===== config.mk =====
export PLATFORM = sky130hd
export DESIGN_NAME = sore_top
export DESIGN_NICKNAME = d
export VERILOG_FILES = /design/src/include/sore_pkg.sv /design/src/hdl/sore_top.sv /design/src/hdl/sore_sync3.sv
export SDC_FILE = /design/constraint.sdc
export NUM_CORES = 1
export LEC_CHECK = 0
export ABC_AREA = 1
export BUFFER_PORTS_ARGS = -buffer_cell sky130_fd_sc_hd__buf_2
export CAP_MARGIN = 20
export CORE_ASPECT_RATIO = 0.6
export CORE_UTILIZATION = 45
export CTS_CLUSTER_DIAMETER = 150
export DETAILED_ROUTE_END_ITERATION = 12
export GPL_TIMING_DRIVEN = 0
export PLACE_DENSITY_LB_ADDON = 0.08
export SLEW_MARGIN = 20
export SYNTH_ARGS = -nofsm -noshare
export SYNTH_HDL_FRONTEND = slang
export SYNTH_SLANG_ARGS = --single-unit
export TNS_END_PERCENT = 1

===== constraint.sdc =====
create_clock -name pclk -period 1.3 [get_ports pclk]
set_input_delay 0.325 -clock pclk [delete_from_list [all_inputs] [get_ports pclk]]
set_output_delay 0.325 -clock pclk [all_outputs]
set_load 0.02 [all_outputs]

===== src/include/sore_pkg.sv =====
// Shared constants of the status output and remote enable block
package sore_pkg;

    // Register byte offsets on the APB
    localparam logic [7:0] OFS_OUT1_CFG   = 8'h00;  // Pin 1 source, level, polarity
    localparam logic [7:0] OFS_OUT2_CFG   = 8'h04;  // Pin 2 source, level, polarity
    localparam logic [7:0] OFS_OUT_STATE  = 8'h08;  // Pin levels, read only
    localparam logic [7:0] OFS_CATALOG    = 8'h0C;  // Available sources, read only
    localparam logic [7:0] OFS_REMOTE     = 8'h10;  // Remote enable, auto, inhibit
    localparam logic [7:0] OFS_COMMAND    = 8'h14;  // Sanitize and output on/off
    localparam logic [7:0] OFS_POWER      = 8'h18;  // Power output state, read only

    // Output configuration fields
    localparam int SRC_LSB   = 0;                     // Source code, 3 bits
    localparam int SRC_W     = 3;
    localparam int LEVEL_BIT = 4;                     // Fixed level in general purpose mode
    localparam int INV_BIT   = 8;                     // Polarity inversion

    // Remote control fields
    localparam int REN_BIT   = 0;                     // Remote enable
    localparam int AUTO_BIT  = 1;                     // Remote enable auto mode
    localparam int INH_BIT   = 2;                     // Remote inhibit

    // Command fields, write one to act
    localparam int CMD_SANITIZE_BIT = 0;
    localparam int CMD_ON_BIT       = 1;
    localparam int CMD_OFF_BIT      = 2;

    // Source selections of a digital output
    typedef enum logic [2:0] {
        SRC_GENERAL  = 3'h0,                          // Fixed level from software
        SRC_OUTSTATE = 3'h1,                          // Power output enabled
        SRC_PHASE    = 3'h2,                          // Single phase configuration
        SRC_FAULT    = 3'h3,                          // Fault present
        SRC_SEQUENCE = 3'h4,                          // Transient sequence active
        SRC_REMOTE   = 3'h5,                          // Remote control
        SRC_INDB     = 3'h6                           // Auxiliary indicator b
    } sore_src_t;

    // Bit set for each implemented source code
    localparam logic [31:0] CATALOG_VAL = 32'h0000007F;

    // Reset values
    localparam logic [2:0] RST_SRC   = 3'h1;          // Output-on indicator
    localparam logic       RST_LEVEL = 1'b0;
    localparam logic       RST_INV   = 1'b0;
    localparam logic       RST_REN   = 1'b0;
    localparam logic       RST_AUTO  = 1'b1;
    localparam logic       RST_INH   = 1'b0;

endpackage : sore_pkg


===== src/hdl/sore_top.sv =====
// Decided for this implementation: the placing of the registers and the APB register port.
`timescale 1ns/100ps
// Functional notes
// - Two digital outputs, indexed one and two
// - General purpose mode drives software level
// - Output-on source shows power output enabled
// - Phase source high for single phase
// - Fault source high while fault present
// - Sequence source high unless sequence stopped
// - Remote source high under remote control
// - Polarity bit inverts the selected level
// - Software reads back actual pin levels
// - Catalog of available sources is readable
// - Remote enable bit writable and readable
// - Auto mode enables at once, warning first
// - Edge mode enables on input rise
// - Edge mode disables on input fall
// - Auto mode defaults to one
// - Remote inhibit bit writable and readable
module sore_top
#(
    parameter int NUM_OUT = 2                         // Number of digital outputs
)
(
    input  wire logic               pclk,
    input  wire logic               presetn,
    input  wire logic               psel,
    input  wire logic               penable,
    input  wire logic               pwrite,
    input  wire logic [7:0]         paddr,
    input  wire logic [31:0]        pwdata,
    output logic      [31:0]        prdata,
    output logic                    pready,
    output logic                    pslverr,
    input  wire logic               remote_enable_pin,
    input  wire logic               phase_indicator_a,
    input  wire logic               fault_in,
    input  wire logic               sequence_active_in,
    input  wire logic               remote_control_in,
    input  wire logic               indicator_b,
    output logic [NUM_OUT-1:0]      digital_out,
    output logic                    power_out_en,
    output logic                    enable_warning
);

    // The register map holds exactly two configuration words
    if (NUM_OUT != 2)
    begin : g_bad_num
        $error("sore_top supports exactly two digital outputs");
    end

    logic [2:0]          src_r   [NUM_OUT];  // Source selection per pin
    logic [NUM_OUT-1:0]  level_r;            // Fixed level per pin
    logic [NUM_OUT-1:0]  inv_r;              // Polarity per pin
    logic [NUM_OUT-1:0]  dout_r;             // Driven pin levels
    logic                ren_r;              // Remote enable setting
    logic                auto_r;             // Remote enable auto mode
    logic                inh_r;              // Remote inhibit setting
    logic                pwr_r;              // Power output enabled
    logic                warn_r;             // Warning before an auto enable
    logic                boot_r;             // High until the first clock after reset
    logic                pin_prev_r;         // Last synchronised remote input
    logic                cond_prev_r;        // Last auto enable condition
    logic [31:0]         prdata_r;           // Read data
    logic                pready_r;           // Access phase answer
    logic                pslverr_r;          // Unmapped address flag
    logic                pin_lvl;            // Synchronised remote input

    // Remote enable pin crosses in from outside
    sore_sync3 u_sync
    (
        .pclk    (pclk),
        .presetn (presetn),
        .async_in(remote_enable_pin),
        .level_r (pin_lvl)
    );

    // APB decode. Every select is a plain compare of the full byte address,
    // so an offset that is not word aligned falls through to the error answer.
    // Writes act only on the access edge, never in the setup cycle.
    // APB decode
    wire setup_ph  = psel & ~penable;
    wire access_ok = psel & penable & pready_r;
    wire wr_stb    = access_ok & pwrite;
    wire sel_cfg1  = (paddr == sore_pkg::OFS_OUT1_CFG);
    wire sel_cfg2  = (paddr == sore_pkg::OFS_OUT2_CFG);
    wire sel_state = (paddr == sore_pkg::OFS_OUT_STATE);
    wire sel_cat   = (paddr == sore_pkg::OFS_CATALOG);
    wire sel_rem   = (paddr == sore_pkg::OFS_REMOTE);
    wire sel_cmd   = (paddr == sore_pkg::OFS_COMMAND);
    wire sel_pwr   = (paddr == sore_pkg::OFS_POWER);
    wire mapped    = sel_cfg1 | sel_cfg2 | sel_state | sel_cat | sel_rem | sel_cmd | sel_pwr;
    wire wr_rem    = wr_stb & sel_rem;
    wire wr_cmd    = wr_stb & sel_cmd;
    wire sanitize  = wr_cmd & pwdata[sore_pkg::CMD_SANITIZE_BIT];
    wire sw_on     = wr_cmd & pwdata[sore_pkg::CMD_ON_BIT];
    wire sw_off    = wr_cmd & pwdata[sore_pkg::CMD_OFF_BIT];

    // Next remote settings; a sanitize in the same write wins
    wire ren_nxt  = sanitize ? sore_pkg::RST_REN :
                    wr_rem ? pwdata[sore_pkg::REN_BIT] : ren_r;
    wire auto_nxt = sanitize ? sore_pkg::RST_AUTO :
                    wr_rem ? pwdata[sore_pkg::AUTO_BIT] : auto_r;
    wire inh_nxt  = wr_rem ? pwdata[sore_pkg::INH_BIT] : inh_r;

    // Remote enable decisions. Edge mode works only from the synchronised
    // level, so a pulse shorter than about two clocks may be lost; the
    // switch gear is slow, so the short latency is traded for metastability
    // safety. Auto mode reacts to the enable condition becoming true.
    // Remote enable decisions
    wire pin_rise  = pin_lvl & ~pin_prev_r;
    wire pin_fall  = ~pin_lvl & pin_prev_r;
    wire auto_cond = ren_r & auto_r;
    wire auto_req  = auto_cond & (~cond_prev_r | boot_r);
    wire edge_on   = ren_r & ~auto_r & pin_rise;
    wire edge_off  = ren_r & ~auto_r & pin_fall;

    // The word layout matches the write layout, so software can read, modify
    // and write back a configuration without masking.
    // Config word read of one pin
    function automatic logic [31:0] cfg_word(input logic [2:0] s, input logic l, input logic i);
        logic [31:0] w;
        w = 32'h00000000;
        w[sore_pkg::SRC_LSB +: sore_pkg::SRC_W] = s;
        w[sore_pkg::LEVEL_BIT] = l;
        w[sore_pkg::INV_BIT]   = i;
        return w;
    endfunction : cfg_word

    // Read data mux; unmapped and write-only words read as zero.
    // The pin state word reports the registered pin drive, which is exactly
    // what stands on the pins, not the selected level before inversion.
    wire [31:0] rd_mux =
        sel_cfg1  ? cfg_word(src_r[0], level_r[0], inv_r[0]) :
        sel_cfg2  ? cfg_word(src_r[1], level_r[1], inv_r[1]) :
        sel_state ? {30'h0, dout_r} :
        sel_cat   ? sore_pkg::CATALOG_VAL :
        sel_rem   ? {29'h0, inh_r, auto_r, ren_r} :
        sel_pwr   ? {30'h0, warn_r, pwr_r} :
                    32'h00000000;

    // APB answer: ready in the first access cycle, so no wait states
    always_ff @(posedge pclk or negedge presetn)
    begin
        if (!presetn)
        begin
            pready_r  <= 1'b0;
            prdata_r  <= 32'h00000000;
            pslverr_r <= 1'b0;
        end
        else
        begin
            pready_r <= setup_ph;
            if (setup_ph)
            begin
                prdata_r  <= pwrite ? 32'h00000000 : rd_mux;
                pslverr_r <= ~mapped;
            end
            else
            begin
                pslverr_r <= 1'b0;
            end
        end
    end

    // Each pin drive is registered so the pins never glitch while a status
    // line or the source selection changes; the cost is one clock of delay
    // between a status change and the pin.
    // Per-pin configuration and pin drive
    for (genvar g = 0; g < NUM_OUT; g++)
    begin : g_pin
        // Pin index one uses the first word, index two the second
        wire wr_cfg = wr_stb & (g == 0 ? sel_cfg1 : sel_cfg2);
        logic sel_lvl;

        // Source selection
        always_comb
        begin
            unique case (src_r[g])
                sore_pkg::SRC_GENERAL:  sel_lvl = level_r[g];
                sore_pkg::SRC_OUTSTATE: sel_lvl = pwr_r;
                sore_pkg::SRC_PHASE:    sel_lvl = phase_indicator_a;
                sore_pkg::SRC_FAULT:    sel_lvl = fault_in;
                sore_pkg::SRC_SEQUENCE: sel_lvl = sequence_active_in;
                sore_pkg::SRC_REMOTE:   sel_lvl = remote_control_in;
                sore_pkg::SRC_INDB:     sel_lvl = indicator_b;
                // Code 7 is not in the catalog and drives low
                default:                sel_lvl = 1'b0;
            endcase
        end

        // Settings and registered pin level
        always_ff @(posedge pclk or negedge presetn)
        begin
            if (!presetn)
            begin
                src_r[g]   <= sore_pkg::RST_SRC;
                level_r[g] <= sore_pkg::RST_LEVEL;
                inv_r[g]   <= sore_pkg::RST_INV;
                dout_r[g]  <= 1'b0;
            end
            else
            begin
                if (wr_cfg)
                begin
                    src_r[g]   <= pwdata[sore_pkg::SRC_LSB +: sore_pkg::SRC_W];
                    level_r[g] <= pwdata[sore_pkg::LEVEL_BIT];
                    inv_r[g]   <= pwdata[sore_pkg::INV_BIT];
                end
                dout_r[g] <= sel_lvl ^ inv_r[g];
            end
        end
    end

    // Sanitize and a plain register write share one next-value path, so the
    // sanitize can never be lost to a write in the same transfer.
    // Remote settings
    always_ff @(posedge pclk or negedge presetn)
    begin
        if (!presetn)
        begin
            ren_r  <= sore_pkg::RST_REN;
            auto_r <= sore_pkg::RST_AUTO;
            inh_r  <= sore_pkg::RST_INH;
        end
        else
        begin
            ren_r  <= ren_nxt;
            auto_r <= auto_nxt;
            inh_r  <= inh_nxt;
        end
    end

    // The input history resets to the idle level of the pin, so the release
    // of reset never looks like a rising edge of the remote enable input.
    // Inhibit does not freeze this history.
    // History for edge detection of the input and the auto condition
    always_ff @(posedge pclk or negedge presetn)
    begin
        if (!presetn)
        begin
            pin_prev_r  <= 1'b0;
            cond_prev_r <= 1'b0;
            boot_r      <= 1'b1;
        end
        else
        begin
            pin_prev_r  <= pin_lvl;
            cond_prev_r <= auto_cond;
            // The boot request is spent on the first cycle after reset
            boot_r      <= 1'b0;
        end
    end

    // Power output control. The warning is raised for one cycle and the
    // output follows in the next; inhibit outranks every enable source.
    // A software on or off request that meets the warning cycle or a fresh
    // auto request is dropped; software must read the power word to confirm.
    // Auto mode never switches the output off by itself, so only a software
    // off request or the inhibit ends an auto enable.
    always_ff @(posedge pclk or negedge presetn)
    begin
        if (!presetn)
        begin
            pwr_r  <= 1'b0;
            warn_r <= 1'b0;
        end
        else
        begin
            if (inh_r)
            begin
                pwr_r  <= 1'b0;
                warn_r <= 1'b0;
            end
            else if (warn_r)
            begin
                pwr_r  <= 1'b1;
                warn_r <= 1'b0;
            end
            else if (auto_req)
            begin
                warn_r <= 1'b1;
            end
            else if (edge_on | sw_on)
            begin
                pwr_r <= 1'b1;
            end
            else if (edge_off | sw_off)
            begin
                pwr_r <= 1'b0;
            end
        end
    end

    // Ports straight from flip-flops
    assign prdata         = prdata_r;
    assign pready         = pready_r;
    assign pslverr        = pslverr_r;
    assign digital_out    = dout_r;
    assign power_out_en   = pwr_r;
    assign enable_warning = warn_r;

endmodule : sore_top


===== src/hdl/sore_sync3.sv =====
`timescale 1ns/100ps
// Three stage synchroniser; the level moves once stages two and three agree
module sore_sync3
(
    input  wire logic pclk,
    input  wire logic presetn,
    input  wire logic async_in,
    output logic      level_r
);

    logic s1_r;     // Metastable stage, read only by s2_r
    logic s2_r;     // Second stage
    logic s3_r;     // Third stage

    // Shift chain and agreement filter
    always_ff @(posedge pclk or negedge presetn)
    begin
        if (!presetn)
        begin
            s1_r    <= 1'b0;
            s2_r    <= 1'b0;
            s3_r    <= 1'b0;
            level_r <= 1'b0;
        end
        else
        begin
            s1_r <= async_in;
            s2_r <= s1_r;
            s3_r <= s2_r;
            // Only a settled value is passed on
            if (s2_r == s3_r)
            begin
                level_r <= s3_r;
            end
        end
    end

endmodule : sore_sync3


==> key figures <==
Run status
  • Outcome: completed

GRT
  • Gr ovfl total: 0
  • Met1 Use GR: 29.7%
  • Largest net degree at the start of global routing: 33
  • Initial antenna violation count: 0
  • Busiest grt layer: met1
  • Grt met3 use: 5.51%
  • Gr usage total: 19.7%
  • GR Util met2: 26.9%
  • First-pass GRT wire length: 6540 µm
  • Vias in the first global route: 1399

Clock network
  • H-tree depth: 2
  • CTS buffer count: 5
  • Sink Count: 32
  • Longest Clk Path Bufs: 2
  • CTS tree: built
  • Clock slew at reported path FFs: 0.06 ns
  • Worst skew pair latency: 0.29 ns
  • Root Driver: clkbuf_8

Final layout
  • Post-Route Utilization: 62.1%
  • Commonest non-fill, non-tap cell in the layout: nand2_1
  • Share of layout cells above drive strength 1: 31.8%
  • Area delta synth->final: 25.2%
  • Nets: 364
  • Finished layout cell area: 2390 µm²
  • Non-Filler Instances: 371
  • Most frequent cells in the layout: nand2_1, buf_2, inv_1
  • Ant diodes: 0

Die
  • Core Rows: 17
  • Die Span X: 86.1 µm
  • Initial Util: 49.6%
  • Total I/O pin count: 89
  • DIE HEIGHT: 52.5 µm
  • Die area: 4520 µm²
  • CORE AREA: 3850 µm²

STA
  • Final Hold Viols: 0
  • Worst hold slack: 0.0979 ns
  • RSZ-0062 raised after global routing: yes
  • Pin slew with the least headroom to its limit: 0.720 ns
  • Tcrit/Tclk final: 98.0%
  • Final setup viols: 0
  • Relative slew slack: 52.0%
  • Max-slew violations: 0
  • Setup Skew: 0.00497 ns
  • Fmax: 785 MHz
  • Tmin final: 1.27 ns

Critical path
  • RR Startpoint: auto_r
  • Worst Setup Path Type: reg -> out
  • Reg-to-reg endpoint: power_out_en
  • R2r setup slk: 0.05 ns
  • CP endpoint kind: output port
  • Data required time of the worst path: 0.98 ns
  • Worst EP arrival: 0.95 ns
  • Element type at the critical path start: flip-flop
  • R2R depth: 9
  • Crit path max fanout: 4

Power
  • Maximum VDD drop: 593 µV
  • Internal power: 1.50 mW
  • Flop pwr share: 50.1%
  • Net Sw Power: 0.553 mW
  • Combinational share of power: 14.1%
  • Clock share of power: 35.8%
  • Overall power: 2.05 mW
  • Leak: 1.33 nW
  • Switching share of power: 27.0%
  • Power per cell area: 859 nW/µm²

Route
  • Total Wirelength: 4080 µm
  • Initial DRC count: 112
  • Via Count: 1638
  • DR vias/cell: 4.42
  • Wirelength per Cell: 11.0 µm
  • DR pass1 iterations: 4
  • DRC Markers: 0
  • Antenna-violating nets left: 0

Flow run
  • Max cap viols: 0

Logic synthesis
  • Seq/Total Area, Yosys: 42.2%
  • Post-Syn Instances: 242
  • Post-Syn Area: 1910 µm²
  • Avg Cell Area, Syn: 7.89 µm²
  • YS warnings: 0
  • Yosys cell types: 29
  • Seq cells post-synth: 32

Place
  • Dpl hpwl: 3220 µm
  • Post-DP Area: 2260 µm²
  • I/O Buffers: 37
  • Placed cell count: 360
  • RD Place Congestion: 0.826

Hold path
  • Hold Path Class: in -> async
==> worst max-delay path by stage <==
stage / from / to / slack [ns] / cells after the start
after floorplan: pready / power_out_en / 0.02 / 9
after global placement: paddr[0] / power_out_en / -0.14 / 11
after detailed placement: paddr[0] / power_out_en / -0.12 / 11
after CTS: prdata[6] / prdata[6] / 0.002 / 2
after global routing: auto_r / power_out_en / -0.05 / 9
final: prdata[6] / prdata[6] / 0.03 / 2
==> power groups by stage <==
stage,Clock (mW),Sequential [mW],Combinational (mW)
after global routing,0.813,1.03,0.320
final,0.735,1.03,0.290
after detailed placement,0,1.05,0.283
after CTS,0.747,1.03,0.284
after global placement,0,1.05,0.281
after floorplan,0,1.05,0.190
==> cell type report <==
class	count	area, µm²
Inverter	36	139
Buffer	26	195
Tap cell	57	71.3
Fill cell	341	1460
Clock buffer	7	76.3
Clock inverter	1	5.00
Timing Repair Buffer	40	220
Sequential cell	32	806
Multi-Input combinational cell	172	878
==> critical path: stages (launching register included) <==
cell     delay, ns
dfrtp_1       0.41
buf_4         0.14
buf_6         0.12
==> metal layers <==
layer / part of all wire, % / routed length [µm]
met1: 54 / 2190
met4: 0.91 / 37
met5: 0 / 0
met2: 37 / 1520
met3: 8.3 / 341
==> what timing repair did <==
action / in CTS / in global routing
pin swaps: 0 / 3
buffers inserted: 0 / 3
hold buffers: 0 / 0
hold endpoints to repair: 0 / 0
setup endpoints to repair: 2 / 6
resized for setup: 2 / 12
==> cells by family after synthesis <==
family / count (synthesis) / synth area share [%]
buffers and inverters: 62 / 17.4
and+or+nand+nor: 109 / 28.5
adders and majority gates: 1 / 0.524
other: 1 / 0.196
DFF: 32 / 42.2
AOI/OAI and AO/OA: 37 / 11.2
==> synthesized netlist by cell type <==
library cell	instances	area (µm²)
or2_2	1	6.26
dfstp_2	4	105
o311ai_0	2	17.5
inv_1	34	128
nor2_4	5	56.3
nand2_1	62	233
nand3b_1	4	30.0
nand2_4	2	22.5
nand3_2	1	10.0
maj3_1	1	10.0
dfrtp_1	28	701
o22ai_1	1	6.26
nor2_1	8	30.0
o211ai_1	4	30.0
conb_1	1	3.75
buf_4	26	195
inv_2	1	3.75
nor2_2	6	37.5
nand4_1	4	25.0
nand3_1	10	50.1
a22o_1	2	17.5
o21ai_1	10	50.1
a21oi_1	11	55.1
clkinv_2	1	5.00
nor3_1	3	15.0
o21ai_0	6	30.0
nand2_2	2	12.5
nor3_4	1	16.3
a211oi_1	1	7.51
==> registers in the layout (all words and copies together) (netlist names), 2 cells and up <==
register     count
src_r            6
digital_out      2
inv_r            2
prdata           6
level_r          2
==> stage by stage <==
step | setup TNS, ns | setup slack [ns]
after CTS | 0 | 0.00157
after global placement | -1.03 | -0.136
after detailed placement | -1.30 | -0.124
after floorplan | 0 | 0.0220
final | 0 | 0.0255
after global routing | -0.107 | -0.0459
No activity file was read; power rests on OpenSTA's default activity.
